**config.mk**
```make
export PLATFORM = sky130hd
export DESIGN_NAME = i2c_alias_remap
export DESIGN_NICKNAME = d
export VERILOG_FILES = /design/src/alias_match.v /design/src/i2c_alias_remap.v
export VERILOG_INCLUDE_DIRS = /design/src
export SDC_FILE = /design/constraint.sdc
export NUM_CORES = 1
export LEC_CHECK = 0
export ABC_CLOCK_PERIOD_IN_PS = 2950
export BUFFER_PORTS_ARGS = -buffer_cell sky130_fd_sc_hd__clkbuf_2
export CAP_MARGIN = 5
export CORE_MARGIN = 2
export CORE_UTILIZATION = 25
export CTS_CLUSTER_SIZE = 25
export DETAILED_ROUTE_END_ITERATION = 12
export SYNTH_ARGS = -nofsm -noshare
export SYNTH_HDL_FRONTEND = slang
export SYNTH_SLANG_ARGS = --single-unit
export TNS_END_PERCENT = 10
```
**constraint.sdc**
```tcl
create_clock -name clk_sys -period 2.95 [get_ports clk_sys]
set_clock_uncertainty 0.2 [all_clocks]
set_input_delay 0.59 -clock clk_sys [delete_from_list [all_inputs] [get_ports clk_sys]]
set_output_delay 0.59 -clock clk_sys [all_outputs]
set_load 0.005 [all_outputs]
```
**src/alias_remap_defines.vh**
```
// Register offsets, field layout and reset values of the alias remap block.
// Included by the remap datapath and its address match helper.
`ifndef ALIAS_REMAP_DEFINES_VH
`define ALIAS_REMAP_DEFINES_VH
`define REG_CONFIG           8'h03
`define REG_REMOTE_DES_ADDR  8'h06
`define REG_DES_ALIAS        8'h07
`define REG_REMOTE_TGT_ADDR  8'h08
`define REG_TGT_ALIAS        8'h09
`define CFG_PASS_THRU_BIT    2
`define AUTOLOAD_HOLD_BIT    0
`define ADDR_RESET           7'h00
`define CONFIG_RESET         8'h00
`define ROUTE_NONE           2'h0
`define ROUTE_DES            2'h1
`define ROUTE_TGT            2'h2
`endif

```
**src/alias_match.v**
```verilog
// Compares one incoming 7-bit address against one alias field.
// Assumes the alias is a register on the same clock; a zero alias never hits.
`timescale 1ns/100ps
`include "alias_remap_defines.vh"
module alias_match (
	input  wire [6:0] addr_in,   // Address of the local transaction
	input  wire [6:0] alias_id,  // Stored alias
	input  wire [6:0] remap_id,  // Address to forward to on a hit
	output wire       hit,       // Alias is nonzero and matches the address
	output wire [6:0] remap_out  // Remapped address
);
	assign hit = (alias_id != `ADDR_RESET) && (addr_in == alias_id);
	assign remap_out = remap_id;
endmodule // alias_match

```
**src/i2c_alias_remap.v**
```verilog
// Alias decode and address remap for forwarded control-bus transactions,
// plus the register bank that holds the aliases and remote addresses.
// Assumes a local control-bus front end on clk_sys that presents each
// transaction's 7-bit address with a one-cycle strobe, and a back-channel
// block on clk_sys that delivers the autoloaded remote deserializer address.
// The register side is a plain strobe bus; read data is registered.
// Every flop is on clk_sys, and clk_en low freezes all of them.
//
// How it works
// - Deserializer alias in bits 7:1; matching transactions are accepted.
// - Deserializer-alias hits forward to the remote deserializer address.
// - A zero deserializer alias blocks all access to the remote deserializer.
// - Target-alias hits are remapped and sent over the channel.
// - Target alias in bits 7:1; matches remap to the target address.
// - Zero target address or zero target alias blocks the remote target.
// - Target address field in bits 7:1, read/write, reset to zero.
// - Remote deserializer address autoloads on lock unless hold bit is set.
// - Forwarding happens only while the pass-through enable bit is one.
`timescale 1ns/100ps
`include "alias_remap_defines.vh"
module i2c_alias_remap (
	input  wire       clk_sys,      // System clock, 50 MHz
	input  wire       rst,          // Synchronous reset, active high
	input  wire       clk_en,       // Freezes all state while low
	input  wire       reg_wr,       // Register write strobe
	input  wire       reg_rd,       // Register read strobe
	input  wire [7:0] reg_addr,     // Register offset
	input  wire [7:0] reg_wdata,    // Register write data
	output reg  [7:0] reg_rdata,    // Register read data
	input  wire       rx_lock,      // Receive lock from the link
	input  wire       autoload_vld, // Address from back channel valid
	input  wire [6:0] autoload_id,  // Address from back channel
	input  wire       txn_start,    // Local transaction address strobe
	input  wire [6:0] txn_addr,     // Local transaction target address
	output reg        fwd_vld,      // Forward request, one cycle
	output reg  [6:0] fwd_addr,     // Remapped address to forward
	output reg  [1:0] fwd_route,    // Which remote path was taken
	output reg        txn_accept    // Transaction accepted, one cycle
);
	reg  [7:0] config_ff;
	reg  [6:0] des_addr_ff;
	reg        hold_ff;
	reg  [6:0] des_alias_ff;
	reg  [6:0] tgt_addr_ff;
	reg  [6:0] tgt_alias_ff;
	reg        lock_s1_ff;
	reg        lock_s2_ff;
	wire       des_hit;
	wire       tgt_hit_raw;
	wire       tgt_hit;
	wire [6:0] des_remap;
	wire [6:0] tgt_remap;
	wire       pass_en;
	reg        nxt_fwd_vld;
	reg  [6:0] nxt_fwd_addr;
	reg  [1:0] nxt_fwd_route;
	reg  [7:0] nxt_reg_rdata;

	function wr_hit;
		input [7:0] off;
		begin
			wr_hit = reg_wr && (reg_addr == off);
		end
	endfunction

	function [7:0] field_rd;
		input [6:0] field;
		begin
			field_rd = {field, 1'b0};
		end
	endfunction

	function addr_set;
		input [6:0] id;
		begin
			addr_set = (id != `ADDR_RESET);
		end
	endfunction

	// Lock is asynchronous to clk_sys
	// Two stages; only the second one feeds any logic.
	always @(posedge clk_sys) begin
		if (rst) begin
			lock_s1_ff <= 1'b0;
			lock_s2_ff <= 1'b0;
		end else if (clk_en) begin
			lock_s1_ff <= rx_lock;
			lock_s2_ff <= lock_s1_ff;
		end
	end

	// A transaction on the same edge still matches the old alias.
	// alias, target address and config storage
	always @(posedge clk_sys) begin
		if (rst) begin
			config_ff    <= `CONFIG_RESET;
			des_alias_ff <= `ADDR_RESET;
			tgt_addr_ff  <= `ADDR_RESET;
			tgt_alias_ff <= `ADDR_RESET;
		end else if (clk_en) begin
			if (wr_hit(`REG_CONFIG))
				config_ff <= reg_wdata;
			if (wr_hit(`REG_DES_ALIAS))
				des_alias_ff <= reg_wdata[7:1];
			if (wr_hit(`REG_REMOTE_TGT_ADDR))
				tgt_addr_ff <= reg_wdata[7:1];
			if (wr_hit(`REG_TGT_ALIAS))
				tgt_alias_ff <= reg_wdata[7:1];
		end
	end

	// autoload unless held
	// Software write wins over a same-cycle autoload so a held value sticks.
	// A pulse that arrives before lock settles is dropped, not queued.
	always @(posedge clk_sys) begin
		if (rst) begin
			des_addr_ff <= `ADDR_RESET;
			hold_ff     <= 1'b0;
		end else if (clk_en) begin
			if (wr_hit(`REG_REMOTE_DES_ADDR)) begin
				des_addr_ff <= reg_wdata[7:1];
				hold_ff     <= reg_wdata[`AUTOLOAD_HOLD_BIT];
			end else if (autoload_vld && lock_s2_ff && !hold_ff) begin
				des_addr_ff <= autoload_id;
			end
		end
	end

	always @* begin
		nxt_reg_rdata = 8'h00;
		case (reg_addr)
		`REG_CONFIG:
			nxt_reg_rdata = config_ff;
		// Hold bit reads back so software sees the freeze
		`REG_REMOTE_DES_ADDR:
			nxt_reg_rdata = {des_addr_ff, hold_ff};
		`REG_DES_ALIAS:
			nxt_reg_rdata = field_rd(des_alias_ff);
		`REG_REMOTE_TGT_ADDR:
			nxt_reg_rdata = field_rd(tgt_addr_ff);
		`REG_TGT_ALIAS:
			nxt_reg_rdata = field_rd(tgt_alias_ff);
		// Unmapped offsets read zero
		default:
			nxt_reg_rdata = 8'h00;
		endcase
	end

	// Latched only on a read strobe; the byte stands until the next read
	always @(posedge clk_sys) begin
		if (rst)
			reg_rdata <= 8'h00;
		else if (clk_en && reg_rd)
			reg_rdata <= nxt_reg_rdata;
	end

	alias_match u_des_match (
		.addr_in   (txn_addr),
		.alias_id  (des_alias_ff),
		.remap_id  (des_addr_ff),
		.hit       (des_hit),
		.remap_out (des_remap)
	);

	alias_match u_tgt_match (
		.addr_in   (txn_addr),
		.alias_id  (tgt_alias_ff),
		.remap_id  (tgt_addr_ff),
		.hit       (tgt_hit_raw),
		.remap_out (tgt_remap)
	);

	// zero target address blocks
	// The zero-alias half of this rule sits inside the match helper.
	assign tgt_hit = tgt_hit_raw && addr_set(tgt_addr_ff);
	// One enable gates both paths; a disabled bridge drops every request.
	assign pass_en = config_ff[`CFG_PASS_THRU_BIT];

	// Deserializer alias takes priority if both aliases hold the same value.
	always @* begin
		nxt_fwd_vld   = 1'b0;
		nxt_fwd_addr  = fwd_addr;
		nxt_fwd_route = `ROUTE_NONE;
		if (txn_start && pass_en) begin
			if (des_hit) begin
				nxt_fwd_vld   = 1'b1;
				nxt_fwd_addr  = des_remap;
				nxt_fwd_route = `ROUTE_DES;
			end else if (tgt_hit) begin
				nxt_fwd_vld   = 1'b1;
				nxt_fwd_addr  = tgt_remap;
				nxt_fwd_route = `ROUTE_TGT;
			end
		end
	end

	// txn_accept mirrors fwd_vld as the acknowledge for the local front end.
	// fwd_addr keeps its last value between requests.
	always @(posedge clk_sys) begin
		if (rst) begin
			fwd_vld    <= 1'b0;
			fwd_addr   <= `ADDR_RESET;
			fwd_route  <= `ROUTE_NONE;
			txn_accept <= 1'b0;
		end else if (clk_en) begin
			fwd_vld    <= nxt_fwd_vld;
			fwd_addr   <= nxt_fwd_addr;
			fwd_route  <= nxt_fwd_route;
			txn_accept <= nxt_fwd_vld;
		end
	end
endmodule // i2c_alias_remap

```
==> flow_metrics.env, run 1 <==
export IMPL_status="complete, no violations"
export IMPL_design_area_mm2=0.00330
export IMPL_fp_row_count=37
export IMPL_rrSetupSlack_ns=0.64
export IMPL_synth_top_area_share_pct=42.9
export IMPL_arrival_ns=2.59
export IMPL_wire_per_inst_um=15.7
export IMPL_final_max_slew_viol_count=0
export IMPL_crit_family="simple AND/OR/NAND/NOR gates"
export IMPL_netlist_area_mm2=0.00266
export IMPL_drt_pass1_iter_count=4
export IMPL_cp_required_ns=3.02
export IMPL_fin_crit_ns=2.52
export IMPL_max_cap_violations=0
export IMPL_path_clk_slew_ns=0.06
export IMPL_nets=377
export IMPL_ys_seq_area_share_pct=42.9
export IMPL_crit_chain="clkbuf_2 -> or4_1 -> or4_4 -> a21boi_4 -> o21ai_0 -> a21oi_1"
export IMPL_max_slew_margin_pct=57.0
export IMPL_drt_wl_total_mm=7.54
export IMPL_grt_usage_pct=13.7
export IMPL_clk_latency_ns=0.34
export IMPL_drc_errors=0
export IMPL_register_area_mm2=0.00114
export IMPL_p_per_area_mw_per_mm2=487
export IMPL_syn_nets=315
export IMPL_rr_startpoint="des_alias_ff[3]$_SDFFE_PP0P_"
export IMPL_dp_cells=464
export IMPL_antenna_found_initial=0
export IMPL_setup_violations=0
export IMPL_start_util_pct=25.8
export IMPL_cts_buffers=9
export IMPL_max_clock_freq_mhz=397
export IMPL_vias_per_cell=4.77
export IMPL_num_antenna_cells=0
export IMPL_crit_path_start_kind="input port"
export IMPL_endpoint="des_addr_ff[2]$_SDFFE_PP0P_"
export IMPL_grt_pass1_wl_mm=12.0
export IMPL_fin_ws_ns=0.433
export IMPL_cp_num_buf_inv=1
export IMPL_ys_top_cells_by_area="dfxtp_1, mux2i_1, nor2_1"
export IMPL_vdd_ir_drop_max_mv=0.172
export IMPL_post_cts_buffers=0
export IMPL_synthFlopType="dfxtp_1"
export IMPL_grt_pass1_vias=2320
export IMPL_drive_gt1_share_pct=27.7
export IMPL_dpl_cell_area_mm2=0.00311
export IMPL_routabilityCongestion=0.841
export IMPL_netlist_instances=277
export IMPL_min_path_type="flop to flop"
export IMPL_ys_ff_latch=57
export IMPL_drtIter0Drc=150
export IMPL_die_area_mm2=0.0115
export IMPL_synthArstFlopShare_pct=0
export IMPL_cpPeakStageDelay_ns=0.61
export IMPL_nFillCells=1083
export IMPL_yosys_warnings=0
export IMPL_multi_input_area_mm2=0.00142
export IMPL_rr_endpoint="fwd_vld$_SDFFE_PP0P_"
export IMPL_hpwl_mm=5.82
export IMPL_grt_max_degree=36
export IMPL_leakagePower_nw=1.40
export IMPL_cts_max_level=3
export IMPL_postSynthAreaPerCell_um2=9.60
export IMPL_stdcell_count=479
export IMPL_fin_setup_tns_ns=0
export IMPL_dp_slack_ns=0.106
export IMPL_portBuffers=56
export IMPL_grt_setup_unrepaired="no"
export IMPL_worst_path_stages=6
export IMPL_reg2reg_depth=6
export IMPL_hold_start="fwd_route[1]$_SDFFE_PP0P_"
export IMPL_coreArea_mm2=0.0103
export IMPL_die_x_um=107
export IMPL_tightest_slew_ns=0.645
export IMPL_crit_fanout=13
export IMPL_cts_root_buf="clkbuf_8"
export IMPL_cts_sinks=57
export IMPL_overflow=0
export IMPL_routed_via_count=2285
export IMPL_final_hold_viol_count=0
export IMPL_syn2layout_area_growth_pct=24.2
export IMPL_die_y_um=107
export IMPL_end_kind="flop"
export IMPL_crit_type="input port to flop"
export IMPL_critPathSlowestCell="or4_1"
export IMPL_post_cts_resized=0
export IMPL_cts_hold_fix_buffers=0
export IMPL_crit_start="reg_addr[5]"
export IMPL_period_share_pct=85.3
export IMPL_ant_nets=0
export IMPL_cts_tree="built"
export IMPL_io_pins=57
export IMPL_synth_top_area_cell="dfxtp_1"
export IMPL_synth_edff_count=0
export IMPL_clockBufferDepth=2
export IMPL_ys_types=42
[synthesized netlist by cell type, drive strengths merged, types with 4 or more instances]
| cell | count |
|---|---|
| a21oi | 9 |
| a222oi | 7 |
| a22oi | 7 |
| a31oi | 13 |
| buf | 9 |
| clkbuf | 8 |
| dfxtp | 57 |
| mux2i | 40 |
| nand2 | 7 |
| nand2b | 10 |
| nand3 | 4 |
| nor2 | 35 |
| nor3 | 6 |
| nor4 | 4 |
| o21ai | 14 |
| o31ai | 7 |
| or4 | 4 |
| xnor2 | 14 |
[report_power, final]
group / leakage [nW] / total [mW] / internal (mW) / switching, mW
clock network: 0.102 / 0.723 / 0.429 / 0.294
logic: 0.842 / 0.102 / 0.0430 / 0.0593
registers: 0.460 / 0.784 / 0.778 / 0.00622
[sequential cells by signal, indices dropped and copies added, names as in the netlist]
signal / cells
config_ff: 8
fwd_route: 2
lock_s2_ff: 1
lock_s1_ff: 1
des_alias_ff: 7
reg_rdata: 8
des_addr_ff: 7
fwd_addr: 7
tgt_addr_ff: 7
tgt_alias_ff: 7
hold_ff: 1
fwd_vld: 1
[worst register-to-register path, stage by stage (launching register included)]
cell,delay [ns]
dfxtp_1,0.35
or4_1,0.53
nor4_1,0.26
nor4b_1,0.14
buf_4,0.18
or2_2,0.35
o21a_1,0.20
[worst min path at each step]
stage / cells after the start / slack (ns) / to
final: 2 / 0.27 / fwd_route[1]$_SDFFE_PP0P_
after global routing: 2 / 0.32 / fwd_route[1]$_SDFFE_PP0P_
after detailed placement: 2 / 0.26 / fwd_route[1]$_SDFFE_PP0P_
after global placement: 2 / 0.26 / fwd_route[1]$_SDFFE_PP0P_
after floorplan: 2 / 0.26 / fwd_addr[0]$_SDFFE_PP0P_
after CTS: 2 / 0.27 / fwd_route[1]$_SDFFE_PP0P_
[per-layer routing]
layer / vias up / wire length, µm / GRT usage [%]
met5: - / 0 / 0
met4: 0 / 151 / 5.47
met3: 12 / 395 / 3.34
met2: 60 / 3680 / 23.2
met1: 1068 / 3320 / 16.7
li1: 1145 / - / -
[per-stage QoR]
stage,hold WS (ns),util (%),power (mW)
final,0.266,32.0,1.61
after global routing,0.316,32.0,1.67
after CTS,0.269,32.0,1.63
after detailed placement,0.258,30.1,0.904
after global placement,0.260,30.1,0.902
after floorplan,0.260,-,0.846
[cell families after synthesis]
| family | Yosys count | synth area share [%] |
|---|---|---|
| AO/OA/AOI/OAI | 62 | 16.7 |
| AND/OR/NAND/NOR | 84 | 16.9 |
| flip-flops | 57 | 42.9 |
| multiplexers | 40 | 15.1 |
| buffers and inverters | 20 | 3.86 |
| XOR/XNOR | 14 | 4.61 |
[area by class of cell]
class                           instances  area share, %
Clock buffer                           12           4.70
Clock inverter                          3           1.21
Inverter                                3          0.341
Multi-Input combinational cell        200           42.9
Sequential cell                        57           34.5
Tap cell                              136           5.15
Timing Repair Buffer                   68           11.2
[placed cells by master (no fill, tap or decap), types with 2 or more instances in the layout]
| cell type | instances |
|---|---|
| a22oi_1 | 7 |
| nor2b_1 | 2 |
| nor3_2 | 3 |
| and3_1 | 3 |
| nor3_1 | 3 |
| clkbuf_8 | 11 |
| nand4_1 | 3 |
| o21ai_1 | 3 |
| dfxtp_1 | 57 |
| xnor2_1 | 14 |
| a21oi_1 | 6 |
| nor4_1 | 3 |
| o21ai_0 | 11 |
| nor2_1 | 35 |
| inv_1 | 3 |
| o31ai_1 | 7 |
| nand3_1 | 3 |
| mux2i_1 | 40 |
| nand2b_1 | 10 |
| buf_4 | 12 |
| clkinv_2 | 2 |
| a222oi_1 | 7 |
| nand2_1 | 7 |
| or4_1 | 3 |
| clkbuf_2 | 56 |
| a21oi_2 | 3 |
| a31oi_1 | 13 |
Note: power is estimated with default switching activity, not from simulation.
==> inputs of run 2 (changes only) <==
- ABC_CLOCK_PERIOD_IN_PS: 2950 -> 2200
- CORE_UTILIZATION: 25 -> 49
- PLACE_DENSITY: unset -> 0.76
- SKIP_CTS_REPAIR_TIMING: unset -> 1
- clock period: 2.95 -> 2.2 ns (I/O delays scaled with it)
==> run 2 against run 1 <==
Against the previous run: sequential share of layout area is 1.6 points lower; via count up 5.7%; highest routed layer unchanged; largest cell class unchanged; die area decreased by 47%.
==> flow_metrics.env, run 2 (synthesized netlist as in run 1, its figures left out) <==
export IMPL_max_cap_violations=0
export IMPL_syn2layout_area_growth_pct=30.2
export IMPL_vias_per_cell=5.59
export IMPL_coreArea_mm2=0.00517
export IMPL_dp_slack_ns=-0.281
export IMPL_final_common_cell="dfxtp_1"
export IMPL_p_per_area_mw_per_mm2=667
export IMPL_setup_violations=0
export IMPL_die_area_mm2=0.00603
export IMPL_drive_gt1_share_pct=33.1
export IMPL_stdcell_count=432
export IMPL_antenna_found_initial=0
export IMPL_portBuffers=56
export IMPL_crit_family="simple AND/OR/NAND/NOR gates"
export IMPL_wire_per_inst_um=16.5
export IMPL_path_clk_slew_ns=0.07
export IMPL_holdWs_ns=0.168
export IMPL_cp_num_buf_inv=2
export IMPL_drt_pass1_iter_count=5
export IMPL_drt_wl_total_mm=7.15
export IMPL_end_kind="flop"
export IMPL_max_clock_freq_mhz=461
export IMPL_grt_pass1_vias=2346
export IMPL_crit_type="input port to flop"
export IMPL_arrival_ns=2.24
export IMPL_grt_setup_unrepaired="yes"
export IMPL_hpwl_mm=5.31
export IMPL_fp_row_count=26
export IMPL_die_y_um=77.7
export IMPL_highest_layer="met4"
export IMPL_num_antenna_cells=0
export IMPL_crit_fanout=6
export IMPL_fin_ws_ns=0.0325
export IMPL_design_area_mm2=0.00346
export IMPL_nets=395
export IMPL_fin_crit_ns=2.17
export IMPL_leakagePower_nw=1.53
export IMPL_layout_cells_most_common_list="dfxtp_1, clkbuf_2, mux2i_1, nor2_1, buf_4"
export IMPL_cts_root_buf="clkbuf_8"
export IMPL_period_share_pct=98.5
export IMPL_dp_cells=416
export IMPL_max_slew_margin_pct=61.6
export IMPL_io_pins=57
export IMPL_cp_required_ns=2.27
export IMPL_overflow=0
export IMPL_critPathMostFrequentCell="or4_4"
export IMPL_utilization_pct=67.0
export IMPL_wl_met1_mm=3.26
export IMPL_routabilityCongestion=0.858
export IMPL_ant_nets=0
export IMPL_routed_via_count=2415
export IMPL_start_util_pct=51.4
export IMPL_grt_pass1_wl_mm=11.6
export IMPL_crit_chain="clkbuf_2 -> or4_4 -> or4_4 -> a21boi_4 -> buf_4 -> o21ai_1 -> a21oi_2"
export IMPL_status="complete, no violations"
export IMPL_drc_errors=0
export IMPL_cts_tree="built"
export IMPL_reg_largest_list="config_ff (8), reg_rdata (8)"
export IMPL_grt_usage_pct=25.3
export IMPL_die_x_um=77.7
export IMPL_vdd_ir_drop_max_mv=0.408
export IMPL_cts_max_level=3
export IMPL_drtIter0Drc=193
export IMPL_final_hold_viol_count=0
export IMPL_final_max_slew_viol_count=0
export IMPL_cpPeakStageDelay_ns=0.58
export IMPL_clockBufferDepth=2
export IMPL_cts_sinks=57
export IMPL_min_path_type="input port to flop"
export IMPL_routed_wl_met3_um=363
export IMPL_grt_max_degree=36
export IMPL_clk_latency_ns=0.34
export IMPL_dpl_cell_area_mm2=0.00321
export IMPL_tightest_slew_ns=0.576
export IMPL_critPathSlowestCell="or4_4"
export IMPL_wl_met2_mm=3.35
export IMPL_cts_buffers=9
export IMPL_crit_path_start_kind="input port"
run 2: changes by cell type in the layout (fill, tap and decap cells not counted), sizes merged:
cell      previous run  this run
clkbuf              68        67
buf                 12        30
bufinv               1         2
clkinvlp             0         1
run 2: cell type report:
cell class                      count  area, µm²
Timing Repair Buffer               86        534
Sequential cell                    57       1140
Clock inverter                      5       77.6
Tap cell                           70       87.6
Fill cell                         414       1710
Inverter                            3       11.3
Clock buffer                       11        151
Multi-Input combinational cell    200       1460
run 2: final timing paths:
check	start	to	slack, ns	cells past startpoint
hold / removal	reg_wdata[0]	config_ff[0]$_SDFFE_PP0P_	0.17	3
hold reg to reg	fwd_route[1]$_SDFFE_PP0P_	fwd_route[1]$_SDFFE_PP0P_	0.27	2
setup reg to reg	tgt_addr_ff[3]$_SDFFE_PP0P_	fwd_vld$_SDFFE_PP0P_	0.07	5
setup / recovery	reg_addr[6]	des_addr_ff[5]$_SDFFE_PP0P_	0.03	7
run 2: power by group:
group	switching, mW	internal [mW]	total [mW]
clock	0.418	0.695	1.11
combinational	0.0815	0.0635	0.145
sequential	0.00764	1.04	1.05
run 2: tightest hold or removal path: stages:
cell,delay (ns)
clkbuf_2,0.09
mux2i_1,0.06
nor2_1,0.07
run 2: metrics by stage:
stage	power, mW	setup TNS, ns
2_1_floorplan	1.14	-6.09
3_3_place_gp	1.21	-5.51
3_5_place_dp	1.22	-6.49
4_1_cts	2.32	-0.0125
5_1_grt	2.37	-0.0307
6_report	2.31	0
run 2: per-layer routing:
metal / vias up / GRT usage (%)
met4: 0 / 13.6
li1: 1181 / -
met5: - / 0
met1: 1123 / 32.4
met3: 16 / 4.53
met2: 95 / 40.3
